### config.mk
export PLATFORM = sky130hd
export DESIGN_NAME = mcse_status_encoder
export DESIGN_NICKNAME = d
export VERILOG_FILES = /design/src/design/mcse_pkg.sv /design/src/design/mcse_way_if.sv /design/src/design/mcse_status_encoder.sv /design/src/design/mcse_l3_encoder.sv
export SDC_FILE = /design/constraint.sdc
export NUM_CORES = 1
export LEC_CHECK = 0
export BUFFER_PORTS_ARGS = -buffer_cell sky130_fd_sc_hd__buf_4
export CORE_ASPECT_RATIO = 0.5
export CORE_MARGIN = 2
export CORE_UTILIZATION = 51
export DETAILED_ROUTE_END_ITERATION = 8
export PLACE_DENSITY = 0.87
export RECOVER_POWER = 25
export SLEW_MARGIN = 5
export SYNTH_ARGS = -nofsm -noshare
export SYNTH_HDL_FRONTEND = slang
export SYNTH_SLANG_ARGS = --single-unit
### constraint.sdc
create_clock -name core_clk -period 4.5 [get_ports core_clk]
set_input_delay 0.225 -clock core_clk [delete_from_list [all_inputs] [get_ports core_clk]]
set_output_delay 0.225 -clock core_clk [all_outputs]
set_load 0.02 [all_outputs]
### src/design/mcse_pkg.sv
// Constants and types for the machine-check status encoder
package mcse_pkg;
   // Register byte offsets
   localparam logic [3:0] MCSE_OFF_STATUS_LO = 4'h0;
   localparam logic [3:0] MCSE_OFF_STATUS_HI = 4'h4;
   localparam logic [3:0] MCSE_OFF_CTRL = 4'h8;
   localparam logic [31:0] MCSE_CTRL_RESET = 32'h0000_0001;
   localparam int MCSE_CTRL_LOG_EN_BIT = 0;
   localparam int MCSE_HI_VAL_BIT = 31;
   // Field positions in the 64-bit status word
   localparam int MCSE_CODE_LSB = 16;
   localparam int MCSE_COUNT_LSB = 32;
   localparam int MCSE_FMT_LSB = 40;
   localparam int MCSE_SYN_LSB = 44;
   localparam int MCSE_SYNV_BIT = 52;
   localparam int MCSE_HEALTH_LSB = 53;
   localparam int MCSE_EXTRA_INFO_VALID_BIT = 59;
   localparam int MCSE_UC_BIT = 61;
   localparam int MCSE_VAL_BIT = 63;
   // Counter
   localparam logic [7:0] MCSE_COUNT_RESET = 8'h00;
   localparam logic [7:0] MCSE_COUNT_MAX = 8'hff;
   // Cache error code field
   localparam logic [10:0] MCSE_L3_FIXED = 11'b0010_0000_000;
   localparam logic [1:0] MCSE_L3_RSVD = 2'h0;
   localparam logic [2:0] MCSE_L3_NONE = 3'h0;
   localparam logic [2:0] MCSE_L3_MANY_CORR = 3'h1;
   localparam logic [2:0] MCSE_L3_MANY_UNCORR = 3'h2;
   localparam logic [2:0] MCSE_L3_MANY_TAG = 3'h3;
   localparam logic [2:0] MCSE_L3_NONE_ALT = 3'h4;
   localparam logic [2:0] MCSE_L3_ONE_CORR = 3'h5;
   localparam logic [2:0] MCSE_L3_ONE_UNCORR = 3'h6;
   localparam logic [2:0] MCSE_L3_MIXED = 3'h7;
   // Threshold health
   localparam logic [1:0] MCSE_HEALTH_NONE = 2'h0;
   localparam logic [1:0] MCSE_HEALTH_GREEN = 2'h1;
   localparam logic [1:0] MCSE_HEALTH_YELLOW = 2'h2;
   // Extra-info formats defined so far
   localparam logic [1:0] MCSE_FMT_LAST = 2'h1;

   typedef enum logic {
      MCSE_KIND_CACHE,
      MCSE_KIND_BUS
   } mcse_kind_e;

   typedef enum logic [3:0] {
      MCSE_SRC_REQ_PAR,
      MCSE_SRC_CORE0_ADDR,
      MCSE_SRC_CORE1_ADDR,
      MCSE_SRC_RSP_PAR,
      MCSE_SRC_DATA_PAR,
      MCSE_SRC_CORE0_DATA,
      MCSE_SRC_CORE1_DATA,
      MCSE_SRC_DEFER_PAR,
      MCSE_SRC_IN_ECC,
      MCSE_SRC_DATA_GLITCH,
      MCSE_SRC_ADDR_GLITCH
   } mcse_bus_src_e;

   localparam logic [3:0] MCSE_SRC_LAST = 4'ha;
   localparam logic [3:0] MCSE_SRC_GAP = 4'h3;

   // Bit offset within the code field; offset 3 is skipped
   function automatic logic [3:0] mcse_src_bit(input logic [3:0] src);
      mcse_src_bit = (src < MCSE_SRC_GAP) ? src : 4'(src + 4'h1);
   endfunction
endpackage

### src/design/mcse_way_if.sv
// Per-way cache reports and the resulting cache error code
`timescale 1ns/1ps
interface mcse_way_if #(parameter int WAYS = 8);
   logic [WAYS-1:0] corr;
   logic [WAYS-1:0] uncorr;
   logic [WAYS-1:0] tag_hit;
   logic [2:0] code;
   modport enc (input corr, input uncorr, input tag_hit, output code);
   modport top (output corr, output uncorr, output tag_hit, input code);
endinterface

### src/design/mcse_status_encoder.sv
// Machine-check bank 4 status encoder with an Avalon-MM register slave
//
// What this block does
// [RL1] One shared info field in bits 56:32
// [RL2] Correctable count 39:32, starts 0, saturates 255
// [RL3] Bits 41:40 give extra-info layout, two values
// [RL4] Syndrome in 51:44 for correctable ECC
// [RL5] Bit 52 set only when syndrome supplied
// [RL6] Health in 54:53: none, green, yellow, reserved
// [RL7] Health valid with bit 63, undefined if uncorrected
// [RL8] Cache code: 18:16 code, zeros, fixed pattern
// [RL9] Codes 000/100 none, 001/010/011 multi-way
// [RL10] Codes 101/110 for single-way events
// [RL11] Code 111 for mixed correctable and uncorrectable
// [RL12] Bus bits 16,17,18,20; bit 19 reserved
// [RL13] Bus data parity bits 21, 22, 23
// [RL14] Defer parity bit 24, inbound ECC 25
// [RL15] Strobe glitch bits 26, 27; 31:28 reserved
// [RL16] Exactly one bus source bit per error
// [RL17] Only inbound data ECC may be correctable
// [RL18] Reserved bits read zero, ignore writes
// [RL19] Bit 61 is the uncorrected flag
// [RL20] Bit 59 flags valid extra-info register
//
// The Avalon-MM register port and the register offsets were left to the implementer.
`timescale 1ns/1ps
module mcse_status_encoder
   import mcse_pkg::*;
#(
   parameter int WAYS = 8
) (
   // Clock and reset
   input wire logic core_clk,
   input wire logic arst_n,
   // Avalon-MM slave
   input wire logic [3:0] avs_address,
   input wire logic avs_read,
   input wire logic avs_write,
   input wire logic [31:0] avs_writedata,
   input wire logic [3:0] avs_byteenable,
   output logic [31:0] avs_readdata,
   output logic avs_waitrequest,
   // Error report from detection units
   input wire logic err_valid,
   input wire mcse_kind_e err_kind,
   input wire logic [WAYS-1:0] cache_way_corr,
   input wire logic [WAYS-1:0] cache_way_uncorr,
   input wire logic [WAYS-1:0] cache_way_tag_hit,
   input wire logic [3:0] bus_src,
   input wire logic bus_corrected,
   input wire logic syn_valid,
   input wire logic [7:0] syn_value,
   input wire logic extra_info_valid,
   input wire logic [1:0] extra_info_format,
   input wire logic [1:0] health_in,
   // Assembled status
   output logic [63:0] bank4_error_status
);
   // Logged contents
   logic val_reg;
   logic uc_reg;
   logic extra_info_valid_reg;
   logic synv_reg;
   logic [1:0] fmt_reg;
   logic [7:0] syn_reg;
   logic [1:0] health_reg;
   logic [15:0] msc_reg;
   logic [7:0] count_reg;
   logic [31:0] ctrl_reg;
   // Bus slave
   logic ack_reg;
   logic [31:0] rdata_reg;

   logic [2:0] cache_code;
   logic cache_none;
   logic cache_corr;
   logic src_ok;
   logic src_ecc;
   logic [15:0] bus_msc;
   logic [15:0] cache_msc;
   logic accept;
   logic new_uc;
   logic new_synv;
   logic new_extra_info_valid;
   logic [1:0] new_health;
   logic overwrite;
   logic bus_req;
   logic bus_take;
   logic wr_hi;
   logic wr_ctrl;
   logic sw_clear;
   logic [31:0] rd_mux;

   mcse_way_if #(.WAYS(WAYS)) way_bus ();

   assign way_bus.corr = cache_way_corr;
   assign way_bus.uncorr = cache_way_uncorr;
   assign way_bus.tag_hit = cache_way_tag_hit;
   assign cache_code = way_bus.code;

   mcse_l3_encoder #(.WAYS(WAYS)) u_l3_encoder (
      .ways(way_bus.enc)
   );

   // Cache error classification
   assign cache_none = (cache_code == MCSE_L3_NONE) ||
                       (cache_code == MCSE_L3_NONE_ALT); // [RL9]
   assign cache_corr = (cache_code == MCSE_L3_ONE_CORR) ||
                       (cache_code == MCSE_L3_MANY_CORR);
   assign cache_msc = {MCSE_L3_FIXED, MCSE_L3_RSVD, cache_code}; // [RL8]

   // Bus source decode; an out-of-range index would set a reserved bit in 31:28 or wrap to bit 16,
   // so such a report is dropped rather than logged half-formed
   assign src_ok = (bus_src <= MCSE_SRC_LAST); // [RL16]
   assign src_ecc = (bus_src == MCSE_SRC_IN_ECC);

   generate
      for (genvar gb = 0; gb < 16; gb++) begin : g_bus_bit
         // One index maps to one position; 19 and 31:28 are never hit
         assign bus_msc[gb] = src_ok &&
            (mcse_src_bit(bus_src) == 4'(gb)); // [RL12] [RL13] [RL14] [RL15] [RL16] [RL18]
      end
   endgenerate

   // Event acceptance and classification
   always_comb begin
      accept = 1'b0;
      new_uc = 1'b1;
      if (err_valid && ctrl_reg[MCSE_CTRL_LOG_EN_BIT]) begin
         if (err_kind == MCSE_KIND_CACHE) begin
            accept = !cache_none;
            new_uc = !cache_corr; // [RL19]
         end else begin
            accept = src_ok;
            new_uc = !(src_ecc && bus_corrected); // [RL17]
         end
      end
   end

   // Syndrome only for a correctable ECC-type event
   assign new_synv = syn_valid && !new_uc &&
      ((err_kind == MCSE_KIND_CACHE) || src_ecc); // [RL5]

   // Undefined formats are not advertised
   assign new_extra_info_valid = extra_info_valid &&
      (extra_info_format <= MCSE_FMT_LAST); // [RL3] [RL20]

   // Reserved health code and uncorrected events report no tracking;
   // the reserved code is the two defined ones ORed together
   always_comb begin
      if (new_uc ||
          (health_in == (MCSE_HEALTH_GREEN | MCSE_HEALTH_YELLOW))) begin
         new_health = MCSE_HEALTH_NONE; // [RL7]
      end else begin
         new_health = health_in; // [RL6]
      end
   end

   // A new report replaces an empty log, and an uncorrected one also replaces a corrected log; a logged
   // uncorrected error is kept so the first fatal cause is not lost
   assign overwrite = accept && (!val_reg || (new_uc && !uc_reg));

   // Avalon-MM: one wait state, answer on the second cycle
   assign bus_req = avs_read || avs_write;
   assign avs_waitrequest = bus_req && !ack_reg;
   assign bus_take = bus_req && ack_reg;
   assign avs_readdata = rdata_reg;

   assign wr_hi = bus_take && avs_write &&
      (avs_address == MCSE_OFF_STATUS_HI) && avs_byteenable[3];
   assign wr_ctrl = bus_take && avs_write &&
      (avs_address == MCSE_OFF_CTRL) && avs_byteenable[0];
   // Only the valid flag accepts a write, and only a zero
   assign sw_clear = wr_hi && !avs_writedata[MCSE_HI_VAL_BIT]; // [RL18]

   always_ff @(posedge core_clk or negedge arst_n) begin
      if (!arst_n) begin
         ack_reg <= 1'b0;
      end else begin
         ack_reg <= bus_req && !ack_reg;
      end
   end

   always_comb begin
      case (avs_address)
         MCSE_OFF_STATUS_LO: rd_mux = bank4_error_status[31:0];
         MCSE_OFF_STATUS_HI: rd_mux = bank4_error_status[63:32];
         MCSE_OFF_CTRL: rd_mux = ctrl_reg;
         default: rd_mux = 32'h0000_0000;
      endcase
   end

   always_ff @(posedge core_clk or negedge arst_n) begin
      if (!arst_n) begin
         rdata_reg <= 32'h0000_0000;
      end else if (avs_read && !ack_reg) begin
         rdata_reg <= rd_mux;
      end
   end

   always_ff @(posedge core_clk or negedge arst_n) begin
      if (!arst_n) begin
         ctrl_reg <= MCSE_CTRL_RESET;
      end else if (wr_ctrl) begin
         // Only the log-enable bit is writable
         ctrl_reg <= {31'h0, avs_writedata[MCSE_CTRL_LOG_EN_BIT]}; // [RL18]
      end
   end

   // Count survives software clears; only cold reset zeroes it
   always_ff @(posedge core_clk or negedge arst_n) begin
      if (!arst_n) begin
         count_reg <= MCSE_COUNT_RESET;
      end else if (accept && !new_uc && (count_reg != MCSE_COUNT_MAX)) begin
         count_reg <= count_reg + 8'h01; // [RL2]
      end
   end

   // A new log wins over a clear in the same cycle
   always_ff @(posedge core_clk or negedge arst_n) begin
      if (!arst_n) begin
         val_reg <= 1'b0;
      end else if (overwrite) begin
         val_reg <= 1'b1;
      end else if (sw_clear) begin
         val_reg <= 1'b0;
      end
   end

   always_ff @(posedge core_clk or negedge arst_n) begin
      if (!arst_n) begin
         uc_reg <= 1'b0;
      end else if (overwrite) begin
         uc_reg <= new_uc; // [RL19]
      end
   end

   always_ff @(posedge core_clk or negedge arst_n) begin
      if (!arst_n) begin
         extra_info_valid_reg <= 1'b0;
      end else if (overwrite) begin
         extra_info_valid_reg <= new_extra_info_valid; // [RL20]
      end
   end

   // A layout is kept only with its valid flag, so no stale format shows
   always_ff @(posedge core_clk or negedge arst_n) begin
      if (!arst_n) begin
         fmt_reg <= 2'h0;
      end else if (overwrite) begin
         fmt_reg <= new_extra_info_valid ? extra_info_format : 2'h0; // [RL3]
      end
   end

   always_ff @(posedge core_clk or negedge arst_n) begin
      if (!arst_n) begin
         synv_reg <= 1'b0;
      end else if (overwrite) begin
         synv_reg <= new_synv; // [RL5]
      end
   end

   // A stale syndrome is zeroed so it cannot be mistaken for a new one
   always_ff @(posedge core_clk or negedge arst_n) begin
      if (!arst_n) begin
         syn_reg <= 8'h00;
      end else if (overwrite) begin
         syn_reg <= new_synv ? syn_value : 8'h00; // [RL4]
      end
   end

   always_ff @(posedge core_clk or negedge arst_n) begin
      if (!arst_n) begin
         health_reg <= MCSE_HEALTH_NONE;
      end else if (overwrite) begin
         health_reg <= new_health; // [RL6]
      end
   end

   always_ff @(posedge core_clk or negedge arst_n) begin
      if (!arst_n) begin
         msc_reg <= 16'h0000;
      end else if (overwrite) begin
         if (err_kind == MCSE_KIND_CACHE) begin
            msc_reg <= cache_msc; // [RL8]
         end else begin
            msc_reg <= bus_msc; // [RL16]
         end
      end
   end

   // Status assembly; unowned bits (15:0, 43:42, 56:55, 57, 58, 60, 62)
   // read zero
   always_comb begin
      bank4_error_status = 64'h0000_0000_0000_0000; // [RL18]
      bank4_error_status[MCSE_CODE_LSB +: 16] = msc_reg;
      bank4_error_status[MCSE_COUNT_LSB +: 8] = count_reg; // [RL1] [RL2]
      bank4_error_status[MCSE_FMT_LSB +: 2] = fmt_reg; // [RL3]
      bank4_error_status[MCSE_SYN_LSB +: 8] = syn_reg; // [RL4]
      bank4_error_status[MCSE_SYNV_BIT] = synv_reg; // [RL5]
      // Health only shown while the log is valid
      bank4_error_status[MCSE_HEALTH_LSB +: 2] =
         val_reg ? health_reg : MCSE_HEALTH_NONE; // [RL7]
      bank4_error_status[MCSE_EXTRA_INFO_VALID_BIT] = extra_info_valid_reg; // [RL20]
      bank4_error_status[MCSE_UC_BIT] = uc_reg; // [RL19]
      bank4_error_status[MCSE_VAL_BIT] = val_reg;
   end
endmodule

### src/design/mcse_l3_encoder.sv
// Encodes per-way cache reports into the 3-bit cache error code
`timescale 1ns/1ps
module mcse_l3_encoder
   import mcse_pkg::*;
#(
   parameter int WAYS = 8
) (
   // Way reports in, code out
   mcse_way_if.enc ways
);
   logic any_corr;
   logic any_unc;
   logic many_corr;
   logic many_unc;
   logic many_tag;

   // A vector has two or more bits set when clearing its lowest one leaves some
   assign any_corr = |ways.corr;
   assign any_unc = |ways.uncorr;
   assign many_corr = |(ways.corr & (ways.corr - 1'b1));
   assign many_unc = |(ways.uncorr & (ways.uncorr - 1'b1));
   assign many_tag = |(ways.tag_hit & (ways.tag_hit - 1'b1));

   always_comb begin
      if (any_corr && any_unc) begin
         ways.code = MCSE_L3_MIXED; // [RL11]
      end else if (many_unc) begin
         ways.code = MCSE_L3_MANY_UNCORR; // [RL9]
      end else if (any_unc) begin
         ways.code = MCSE_L3_ONE_UNCORR; // [RL10]
      end else if (many_tag) begin
         ways.code = MCSE_L3_MANY_TAG; // [RL9]
      end else if (many_corr) begin
         ways.code = MCSE_L3_MANY_CORR; // [RL9]
      end else if (any_corr) begin
         ways.code = MCSE_L3_ONE_CORR; // [RL10]
      end else begin
         ways.code = MCSE_L3_NONE; // [RL9]
      end
   end
endmodule

==> results.json, run 1 <==
{
  "path_class": "in -> reg",
  "layout-drive-gt1-share": 0.342,
  "num_io_pins": 186,
  "largest_reg_flops": 30,
  "syn_area_mm2": 0.00393,
  "dp.cells": 604,
  "hold_viol": 0,
  "die_h_um": 66.1,
  "maxSlewHeadroom": 0.395,
  "dieArea_mm2": 0.00847,
  "max_freq_mhz": 357,
  "crit_start": "cache_way_tag_hit[0]",
  "post-route-util": 0.689,
  "cts_tree": "built",
  "cts.path.max_buffers": 2,
  "p_leak_uw": 0.00252,
  "ys.flop_type": "dfrtp_1",
  "synth_edf_count": 0,
  "drtIter0Drc": 311,
  "start_util": 0.531,
  "clock-sinks": 72,
  "synth_top_area_frac": 0.452,
  "worst_slew_pin_slew_ns": 0.908,
  "synth_seq_cells": 72,
  "setup_viol": 0,
  "syn-instance-count": 400,
  "ir_worst_vdd_mv": 0.178,
  "endpoint_kind": "flop",
  "gr-total-overflow": 0,
  "antenna_found_initial": 0,
  "dr_total_vias": 3504,
  "skew_ns": 0.00499,
  "cts_buffers": 9,
  "yosysTopAreaCell": "dfrtp_1",
  "ys_seq_area_frac": 0.459,
  "whs_ns": 0.0193,
  "die_w_um": 128,
  "synth_top_family_by_area": "simple AND/OR/NAND/NOR gates",
  "synthSimpleGateAreaFrac": 0.187,
  "grt_start_max_net_pins": 73,
  "cts_resized": 0,
  "timing.rr.start": "ctrl_reg[0]$_DFFE_PN1P_",
  "place.gp.congestion": 0.849,
  "power_density_mw_per_mm2": 314,
  "required_ns": 4.71,
  "cts.hold.buffers_added": 0,
  "stdcell_count": 619,
  "critPathLaunchType": "input pin",
  "rr_worst_depth": 4,
  "antenna_cells": 0,
  "core_area_mm2": 0.00740,
  "rows": 22,
  "rsz0062_at_grt": "no",
  "post-cts-setup-buffers": 0,
  "async_reset_ff_frac": 1.00,
  "clock-root-buffer": "clkbuf_16",
  "hold_class": "in -> async",
  "clk_latency_ns": 0.33,
  "period_minus_slack_ns": 2.80,
  "outcome": "finished, final reports clean",
  "grt_pass1_wl_mm": 16.9,
  "finalCritPeriodShare": 0.623,
  "final_net_count": 612,
  "wl_per_cell_um": 17.5,
  "postRouteAntennaNets": 0,
  "grt_usage": 0.264,
  "ys_types": 55,
  "synth_xor_area_frac": 0.0201,
  "setup_tns_ns": 0,
  "htree_levels": 3,
  "vias_per_cell": 5.66,
  "synth_compound_area_frac": 0.151,
  "wirelength_mm": 10.8,
  "yosys-mux-area-fraction": 0.0723,
  "layout-area-overhead-vs-synth_pct": 29.9,
  "drc": 0,
  "clk_pin_slew_worst_paths_ns": 0.06,
  "synthAdderAreaFrac": 0.0204,
  "maxCapViolations": 0,
  "yosysWarnings": 0,
  "synthTopCellsByArea": "dfrtp_1 45%, mux2_4 6.1%, buf_4 5.7%, nand2_1 5.4%, o21ai_0 4.3%",
  "critPathMaxFanout": 18,
  "final_max_slew_viol_count": 0,
  "syn_avg_cell_area_um2": 9.83,
  "drt-pass1-iter-count": 5,
  "port_buffers": 127,
  "cp.arrival_ns": 3.01,
  "first_global_vias": 3295,
  "dp_hpwl_mm": 7.51
}
==> per-stage QoR <==
stage	power, uW	setup slack, ns	area, um2
after floorplan	860	2.42	4020
after global routing	1660	1.49	5100
after CTS	1610	1.73	5100
after detailed placement	960	1.43	4830
after global placement	953	1.55	4830
final	1600	1.70	5100
==> path summary, 6_finish.rpt <==
| path | to | slack [ns] |
|---|---|---|
| worst max-delay path | msc_reg[13]$_DFFE_PN0P_ | 1.70 |
| worst min register to register | avs_readdata[13]$_DFFE_PN0P_ | 0.48 |
| max in group asynchronous | avs_readdata[7]$_DFFE_PN0P_ | 3.88 |
| worst max register to register | msc_reg[13]$_DFFE_PN0P_ | 2.33 |
| worst min-delay path | msc_reg[8]$_DFFE_PN0P_ | 0.02 |
| min in group core_clk | syn_reg[4]$_DFFE_PN0P_ | 0.12 |
==> cell usage in the layout, fill, tap and decap left out, drive strengths merged, types with 4 or more instances in the layout <==
cell | synthesis | final
a21oi | 4 | 4
a22o | 8 | 8
a22oi | 12 | 12
and2 | 8 | 8
and3 | 4 | 4
buf | 38 | 131
clkbuf | 10 | 12
conb | 1 | 26
dfrtp | 71 | 71
ha | 4 | 4
inv | 9 | 9
mux2 | 19 | 19
nand2 | 57 | 57
nand3 | 10 | 10
nand4 | 9 | 9
nor2 | 26 | 26
nor2b | 6 | 6
nor3 | 12 | 12
o21ai | 34 | 34
o31ai | 4 | 4
or3 | 4 | 4
xnor2 | 8 | 8
==> worst max-delay path, stage by stage <==
cell,delay [ns]
buf_4,0.11
a22oi_1,0.20
nand2_1,0.07
nor3_1,0.59
nand4_1,0.61
o2111ai_4,0.42
buf_4,0.43
mux2_4,0.34
==> per-layer routing <==
metal  up-vias  part of all wire  global-route usage
met5         -                 0                   0
met4         0             0.029               0.118
met3        31             0.087              0.0680
met2       200              0.48               0.437
met1      1664              0.40               0.332
li1       1609                 -                   -
==> cell type report <==
type,count,area (um2)
clock buffer,12,256
clock inverter,3,17.5
fill,547,2300
inverter,9,33.8
multi-input combinational,296,1890
sequential,72,1800
tap,96,120
timing repair buffer,131,983
==> Yosys cell counts, types with 9 or more instances <==
cell       n
a22oi_1   12
buf_4     30
clkbuf_1  10
dfrtp_1   71
inv_1      9
mux2_4    16
nand2_1   57
nand3_1   10
nand4_1    9
nor2_1    25
nor3_1    11
o21ai_0   34
==> where the power goes <==
part           total (uW)  switching, uW  internal [uW]
logic                 255            151            104
clock network         649            251            398
registers             700           28.6            671
total                1600            430           1170
==> cells by family (layout without fill, tap and decap cells) <==
family | Yosys count | count (layout)
AO/OA/AOI/OAI | 86 | 86
XOR/XNOR | 9 | 9
adder cells (fa/ha/maj) | 7 | 7
buffers and inverters | 57 | 155
flip-flops | 72 | 72
multiplexers | 20 | 20
other | 1 | 26
AND/OR/NAND/NOR | 148 | 148
(Power assumes the default switching activity.)
==> run 2: changes to the inputs <==
Settings changed: ABC_AREA set to 1, CORE_UTILIZATION 51 to 48, PLACE_DENSITY 0.87 to 0.81.
Clock period 4.5 ns to 2.9 ns, I/O delays scaled along.
==> run 2 against run 1 <==
Routed wire length decreased by 5.4%. Non-clock buffer count increased by 2. Sequential share of layout area decreased by 0.32 points. Global-route usage decreased by 4.2 points. Critical path type is now reg -> reg. Hold slack improved by 0.044 ns. Area after synthesis increased by 4.6%. Count of clock-buffer cells in the layout decreased by 2. Synthesized cell count increased by 41%. Register-to-register slack got worse by 1.3 ns.
==> results.json, run 2 <==
{
  "r2r_slack_ns": 1.05,
  "post-route-util": 0.633,
  "yosysTopAreaCell": "dfrtp_1",
  "start_util": 0.505,
  "maxSlewHeadroom": 0.412,
  "endpoint_kind": "flop",
  "rsz0062_at_grt": "no",
  "net-switching-power_uw": 984,
  "cts.path.max_buffers": 2,
  "synthTopCellsByArea": "dfrtp_1 43%, nand2_1 18%, nand3_1 6.6%, buf_4 6.0%, inv_1 5.6%",
  "path_class": "reg -> reg",
  "wl_per_cell_um": 12.8,
  "synth_most_common_cell": "nand2_1",
  "max_freq_mhz": 539,
  "synth_seq_cells": 72,
  "core_area_mm2": 0.00814,
  "hold_viol": 0,
  "skew_ns": 0.00642,
  "grt_pass1_wl_mm": 16.6,
  "period_minus_slack_ns": 1.85,
  "grt_usage": 0.222,
  "p_seq_frac": 0.380,
  "drt-pass1-iter-count": 5,
  "clock-sinks": 72,
  "cp.arrival_ns": 2.12,
  "synthSimpleGateAreaFrac": 0.317,
  "largest_reg_flops": 30,
  "holdPathStages": 3,
  "layout_commonest_cell": "nand2_1",
  "p_int_uw": 2090,
  "postRouteAntennaNets": 0,
  "post-cts-setup-buffers": 0,
  "grt_start_max_net_pins": 73,
  "clk_latency_ns": 0.34,
  "die_h_um": 69.4,
  "htree_levels": 3,
  "cts_buffers": 9,
  "clk_pin_slew_worst_paths_ns": 0.05,
  "hp-start": "avs_byteenable[0]",
  "finalCritPeriodShare": 0.640,
  "fin_ws_ns": 1.05,
  "yosys-mux-area-fraction": 0,
  "syn-instance-count": 562,
  "hold_class": "in -> reg",
  "ys_seq_area_frac": 0.439,
  "nFillCells": 752,
  "dp_hpwl_mm": 7.40,
  "vias_per_cell": 4.93,
  "worst_slew_pin_slew_ns": 0.882,
  "layout-drive-gt1-share": 0.157,
  "place.gp.congestion": 0.900,
  "gr-total-overflow": 0,
  "num_io_pins": 186,
  "die_w_um": 135,
  "synth_xor_area_frac": 0.0171,
  "r2r-end": "count_reg[3]$_DFFE_PN0P_",
  "ys_types": 33,
  "dpl_worst_slack_ns": 0.783,
  "cts_tree": "built",
  "drc": 0,
  "antenna_found_initial": 0,
  "dieArea_mm2": 0.00936,
  "critPathLaunchType": "flop",
  "synth_compound_area_frac": 0.0780,
  "rows": 23,
  "rr_worst_depth": 8,
  "power_density_mw_per_mm2": 596,
  "drtIter0Drc": 280,
  "synth_top_area_frac": 0.432,
  "maxCapViolations": 0,
  "syn_area_mm2": 0.00411,
  "ys.flop_type": "dfrtp_1",
  "setup_viol": 0,
  "yosysWarnings": 0,
  "p_leak_uw": 0.00282,
  "clockPowerShare": 0.386,
  "outcome": "finished, final reports clean",
  "hold_end": "ctrl_reg[0]$_DFFE_PN1P_",
  "synth_edf_count": 0,
  "synth_top_family_by_area": "simple AND/OR/NAND/NOR gates",
  "antenna_cells": 0,
  "setup_tns_ns": 0,
  "final_cell_mix": "192 x nand2_1, 81 x buf_4, 71 x dfrtp_1, 61 x inv_1, 54 x nand3_1",
  "dr_total_vias": 3941,
  "port_buffers": 127,
  "layout-area-overhead-vs-synth_pct": 25.4,
  "synth_common_cells": "192 x nand2_1, 71 x dfrtp_1, 61 x inv_1",
  "first_global_vias": 3629,
  "combPwrFrac": 0.234,
  "fin_total_pwr_uw": 3070,
  "syn_avg_cell_area_um2": 7.31,
  "final_net_count": 775,
  "timing.rr.start": "count_reg[0]$_DFFE_PN0P_",
  "critPathMaxFanout": 15,
  "wirelength_mm": 10.2,
  "switching_share": 0.320,
  "ir_worst_vdd_mv": 0.398,
  "synthAdderAreaFrac": 0.0122,
  "clock-root-buffer": "clkbuf_16",
  "async_reset_ff_frac": 1.00,
  "required_ns": 3.16,
  "final_max_slew_viol_count": 0
}
## run 2: cell types whose count changed in the layout (fill, tap and decap cells not counted), sizes merged, moves of 8 or more
cell	delta
nand2	+138
inv	+54
buf	-50
clkbuf	+49
nand3	+44
nor2	+22
mux2	-19
a22oi	-12
a22o	-8
and2	-8
o21ai	-8
xnor2	-8
## run 2: worst max path at each step
stage	from	to	slack [ns]	cells after the start
floorplan	count_reg[0]$_DFFE_PN0P_	count_reg[3]$_DFFE_PN0P_	1.35	9
global placement	bus_src[0]	val_reg$_DFFE_PN0P_	0.82	10
detailed placement	bus_src[0]	val_reg$_DFFE_PN0P_	0.78	10
CTS	count_reg[0]$_DFFE_PN0P_	count_reg[3]$_DFFE_PN0P_	1.06	8
global route	count_reg[0]$_DFFE_PN0P_	count_reg[6]$_DFFE_PN0P_	0.84	8
finish	count_reg[0]$_DFFE_PN0P_	count_reg[3]$_DFFE_PN0P_	1.05	8
## run 2: metal layers
metal	part of all wire	routed length (um)	track usage	vias up
li1	-	-	-	1976
met1	0.44	4490	0.288	1805
met3	0.077	784	0.0534	13
met5	0	0	0	-
met2	0.47	4830	0.368	147
met4	0.013	138	0.0713	0
## run 2: kinds of logic after synthesis
logic type / count (synthesis)
other cells: 1
simple gates: 314
compound gates: 51
buf+inv: 112
flops: 72
fa+ha+maj: 4
xor+xnor: 8
## run 2: what timing repair did
action | 4_1_cts | 5_1_grt
hold endpoints to repair | 71 | 0
resized for setup | 0 | 0
hold buffers | 1 | 0
## run 2: layout make-up
type                    instances  area, um2  area share
clock buffers                  10        239      0.0464
clock inverters                 6       82.6      0.0160
inverters                      63        236      0.0459
multi-input cells             403       1840       0.357
flip-flops and latches         72       1800       0.350
well taps                     112        140      0.0272
repair buffers                133        810       0.157
## run 2: worst max-delay path, stage by stage, from the launching register on
cell	delay, ns
dfrtp_1	0.43
ha_1	0.26
nand4_1	0.14
nor3_1	0.06
inv_1	0.09
nand3_1	0.12
nor2_2	0.46
nand2_1	0.11
o21ai_1	0.10
## run 2: stage by stage
step | cells | cell area, um2 | hold slack (ns)
after detailed placement | 782 | 5010 | 0.334
after CTS | 799 | 5340 | 0.0555
after floorplan | 587 | 4200 | -0.151
after global placement | 782 | 5010 | 0.335
final | 799 | 5150 | 0.0634
after global routing | 799 | 5150 | 0.0642
## run 2: power by group through the flow
| stage | Clock (uW) | Combinational (uW) | Sequential, uW |
|---|---|---|---|
| finish | 1180 | 719 | 1170 |
| global route | 1240 | 789 | 1180 |
| CTS | 1200 | 762 | 1170 |
| detailed placement | 0 | 758 | 1180 |
| global placement | 0 | 745 | 1180 |
| floorplan | 0 | 430 | 1250 |
==> run 3: changes to the inputs <==
Settings changed: CORE_UTILIZATION 48 to 43, PLACE_DENSITY 0.81 to 0.77.
Clock period 2.9 ns to 1.7 ns, I/O delays scaled along.
==> run 3 against run 2 <==
Total power up 75%. Via count increased by 1.4%. Die area increased by 11%. Sequential share of layout area decreased by 2.7 points. Design area up 8.3%. Critical endpoint is now count_reg[1]$_DFFE_PN0P_. Clock power rose by 64%. Fmax up 14%. Routed wire length up 5.9%. Highest routed layer unchanged. Hold slack got worse by 0.060 ns. Largest power group is now sequential cells. Global-route usage fell by 1.4 points. Non-clock buffer count is 24 higher. Sequential power increased by 70%. Largest cell class unchanged.
==> results.json, run 3 (synthesis gave the netlist of run 2 again) <==
{
  "max_stage_delay_ns": 0.53,
  "drt-pass1-iter-count": 4,
  "first_global_vias": 3582,
  "layout_commonest_cell": "nand2_1",
  "largest_reg_flops": 30,
  "rr_worst_depth": 10,
  "setup_viol": 0,
  "cts.path.max_buffers": 2,
  "gr-total-overflow": 0,
  "ir_worst_vdd_mv": 0.401,
  "drc": 0,
  "maxSlewHeadroom": 0.403,
  "maxCapViolations": 0,
  "endpoint_kind": "flop",
  "max_freq_mhz": 613,
  "vias_per_cell": 4.81,
  "nFillCells": 852,
  "grt_usage": 0.208,
  "place.gp.congestion": 0.840,
  "grt_start_max_net_pins": 39,
  "dieArea_mm2": 0.0104,
  "period_minus_slack_ns": 1.63,
  "start_util": 0.439,
  "cp_num_cells": 10,
  "postRouteAntennaNets": 0,
  "finalCritPeriodShare": 0.960,
  "skew_ns": 0.00599,
  "hold_class": "in -> reg",
  "num_io_pins": 186,
  "net-switching-power_uw": 1770,
  "path_class": "reg -> reg",
  "rows": 25,
  "outcome": "finished, final reports clean",
  "wl_per_cell_um": 13.0,
  "antenna_cells": 0,
  "combPwrFrac": 0.272,
  "whs_ns": 0.00330,
  "critPathLaunchType": "flop",
  "dpl_worst_slack_ns": -0.145,
  "grt_pass1_wl_mm": 17.0,
  "layout-area-overhead-vs-synth_pct": 35.8,
  "ff_latch_area_mm2": 0.00180,
  "multi_input_area_mm2": 0.00185,
  "clockPowerShare": 0.358,
  "die_h_um": 73.1,
  "r2r_slack_ns": 0.07,
  "p_int_uw": 3620,
  "die_w_um": 142,
  "antenna_found_initial": 0,
  "stdcell_count": 832,
  "dr_total_vias": 3998,
  "hp-start": "avs_writedata[0]",
  "htree_levels": 3,
  "drtIter0Drc": 231,
  "final_net_count": 799,
  "switching_share": 0.328,
  "fin_ws_ns": 0.0677,
  "port_buffers": 127,
  "core_area_mm2": 0.00935,
  "r2r-end": "count_reg[1]$_DFFE_PN0P_",
  "cp_cell_sequence": "nand2_1, inv_1, o21ai_1, buf_4, inv_1, nand3_2, nor2_4, buf_12, nand2_1, o21ai_1",
  "final_cell_mix": "192 x nand2_1, 151 x buf_4, 71 x dfrtp_1, 61 x inv_1, 53 x nand3_1",
  "clk_pin_slew_worst_paths_ns": 0.06,
  "cts_tree": "built",
  "dp_hpwl_mm": 8.16,
  "final_max_slew_viol_count": 0,
  "hold_viol": 0,
  "crit_path_end": "count_reg[1]$_DFFE_PN0P_",
  "wirelength_mm": 10.9,
  "timing.rr.start": "ctrl_reg[0]$_DFFE_PN1P_",
  "critPathMaxFanout": 15,
  "power_density_mw_per_mm2": 965,
  "crit_start": "ctrl_reg[0]$_DFFE_PN1P_",
  "layout-drive-gt1-share": 0.260,
  "cts_buffers": 9,
  "worst_slew_pin_slew_ns": 0.896,
  "crit_slowest_cell": "dfstp_2",
  "p_seq_frac": 0.370,
  "cp_num_buf_inv": 4,
  "cp.arrival_ns": 1.89,
  "clock-sinks": 72,
  "clock-root-buffer": "clkbuf_16",
  "required_ns": 1.96,
  "critical_path.top_delay_family": "flip-flops",
  "clk_latency_ns": 0.34,
  "p_leak_uw": 0.00314,
  "dp.cells": 814
}
run 3: changes by cell type in the layout (fill, tap and decap cells not counted), sizes merged:
cell / change
clkinvlp: +3
clkinv: -2
clkbuf: -50
buf: +74
bufinv: -1
run 3: through the flow:
| stage | power [uW] | cell area, um2 | util | setup TNS, ns |
|---|---|---|---|---|
| after detailed placement | 3470 | 5240 | 0.560 | -0.953 |
| final | 5380 | 5580 | 0.597 | 0 |
| after global placement | 3440 | 5240 | 0.560 | -0.674 |
| after global routing | 5610 | 5580 | 0.597 | -0.0182 |
| after floorplan | 2870 | 4200 | - | 0 |
| after CTS | 5390 | 5580 | 0.596 | 0 |
run 3: cell type report:
cell class                      instances  share of cell area
Clock inverter                          6              0.0123
Timing Repair Buffer                  157               0.220
Inverter                               63              0.0424
Sequential cell                        72               0.323
Tap cell                              121              0.0271
Multi-Input combinational cell        403               0.332
Clock buffer                           10              0.0428
run 3: worst min path at each step:
| stage | slack [ns] | to | depth (start not counted) |
|---|---|---|---|
| after floorplan | -0.21 | ack_reg$_DFF_PN0_ | 0 |
| after global placement | 0.06 | msc_reg[11]$_DFFE_PN0P_ | 1 |
| after detailed placement | 0.07 | msc_reg[11]$_DFFE_PN0P_ | 1 |
| after CTS | 0.004 | val_reg$_DFFE_PN0P_ | 3 |
| after global routing | 0.03 | ack_reg$_DFF_PN0_ | 3 |
| final | 0.003 | ctrl_reg[0]$_DFFE_PN1P_ | 3 |
run 3: timing repair:
action / CTS / global route
setup endpoints to repair: 8 / 8
hold buffers: 1 / 0
pin swaps: 1 / 1
gates resized for setup: 1 / 1
hold endpoints to repair: 33 / 0
buffers inserted: 1 / 0
run 3: power by group through the flow:
| stage | logic (uW) | registers [uW] | clock network (uW) |
|---|---|---|---|
| finish | 1470 | 1990 | 1930 |
| global placement | 1430 | 2010 | 0 |
| floorplan | 733 | 2140 | 0 |
| CTS | 1470 | 1990 | 1930 |
| detailed placement | 1450 | 2020 | 0 |
| global route | 1590 | 2000 | 2020 |
run 3: routing by layer:
layer / vias to the layer above / track usage / routed length [um] / part of all wire
li1: 2003 / - / - / -
met1: 1831 / 0.275 / 4880 / 0.45
met2: 141 / 0.346 / 5050 / 0.47
met3: 23 / 0.0420 / 696 / 0.064
met4: 0 / 0.0722 / 221 / 0.020
met5: - / 0 / 0 / 0
run 3: worst min-delay path, cell delays in order:
cell and delay, ns:
buf_4 0.11, nor2_1 0.09, a21oi_1 0.05
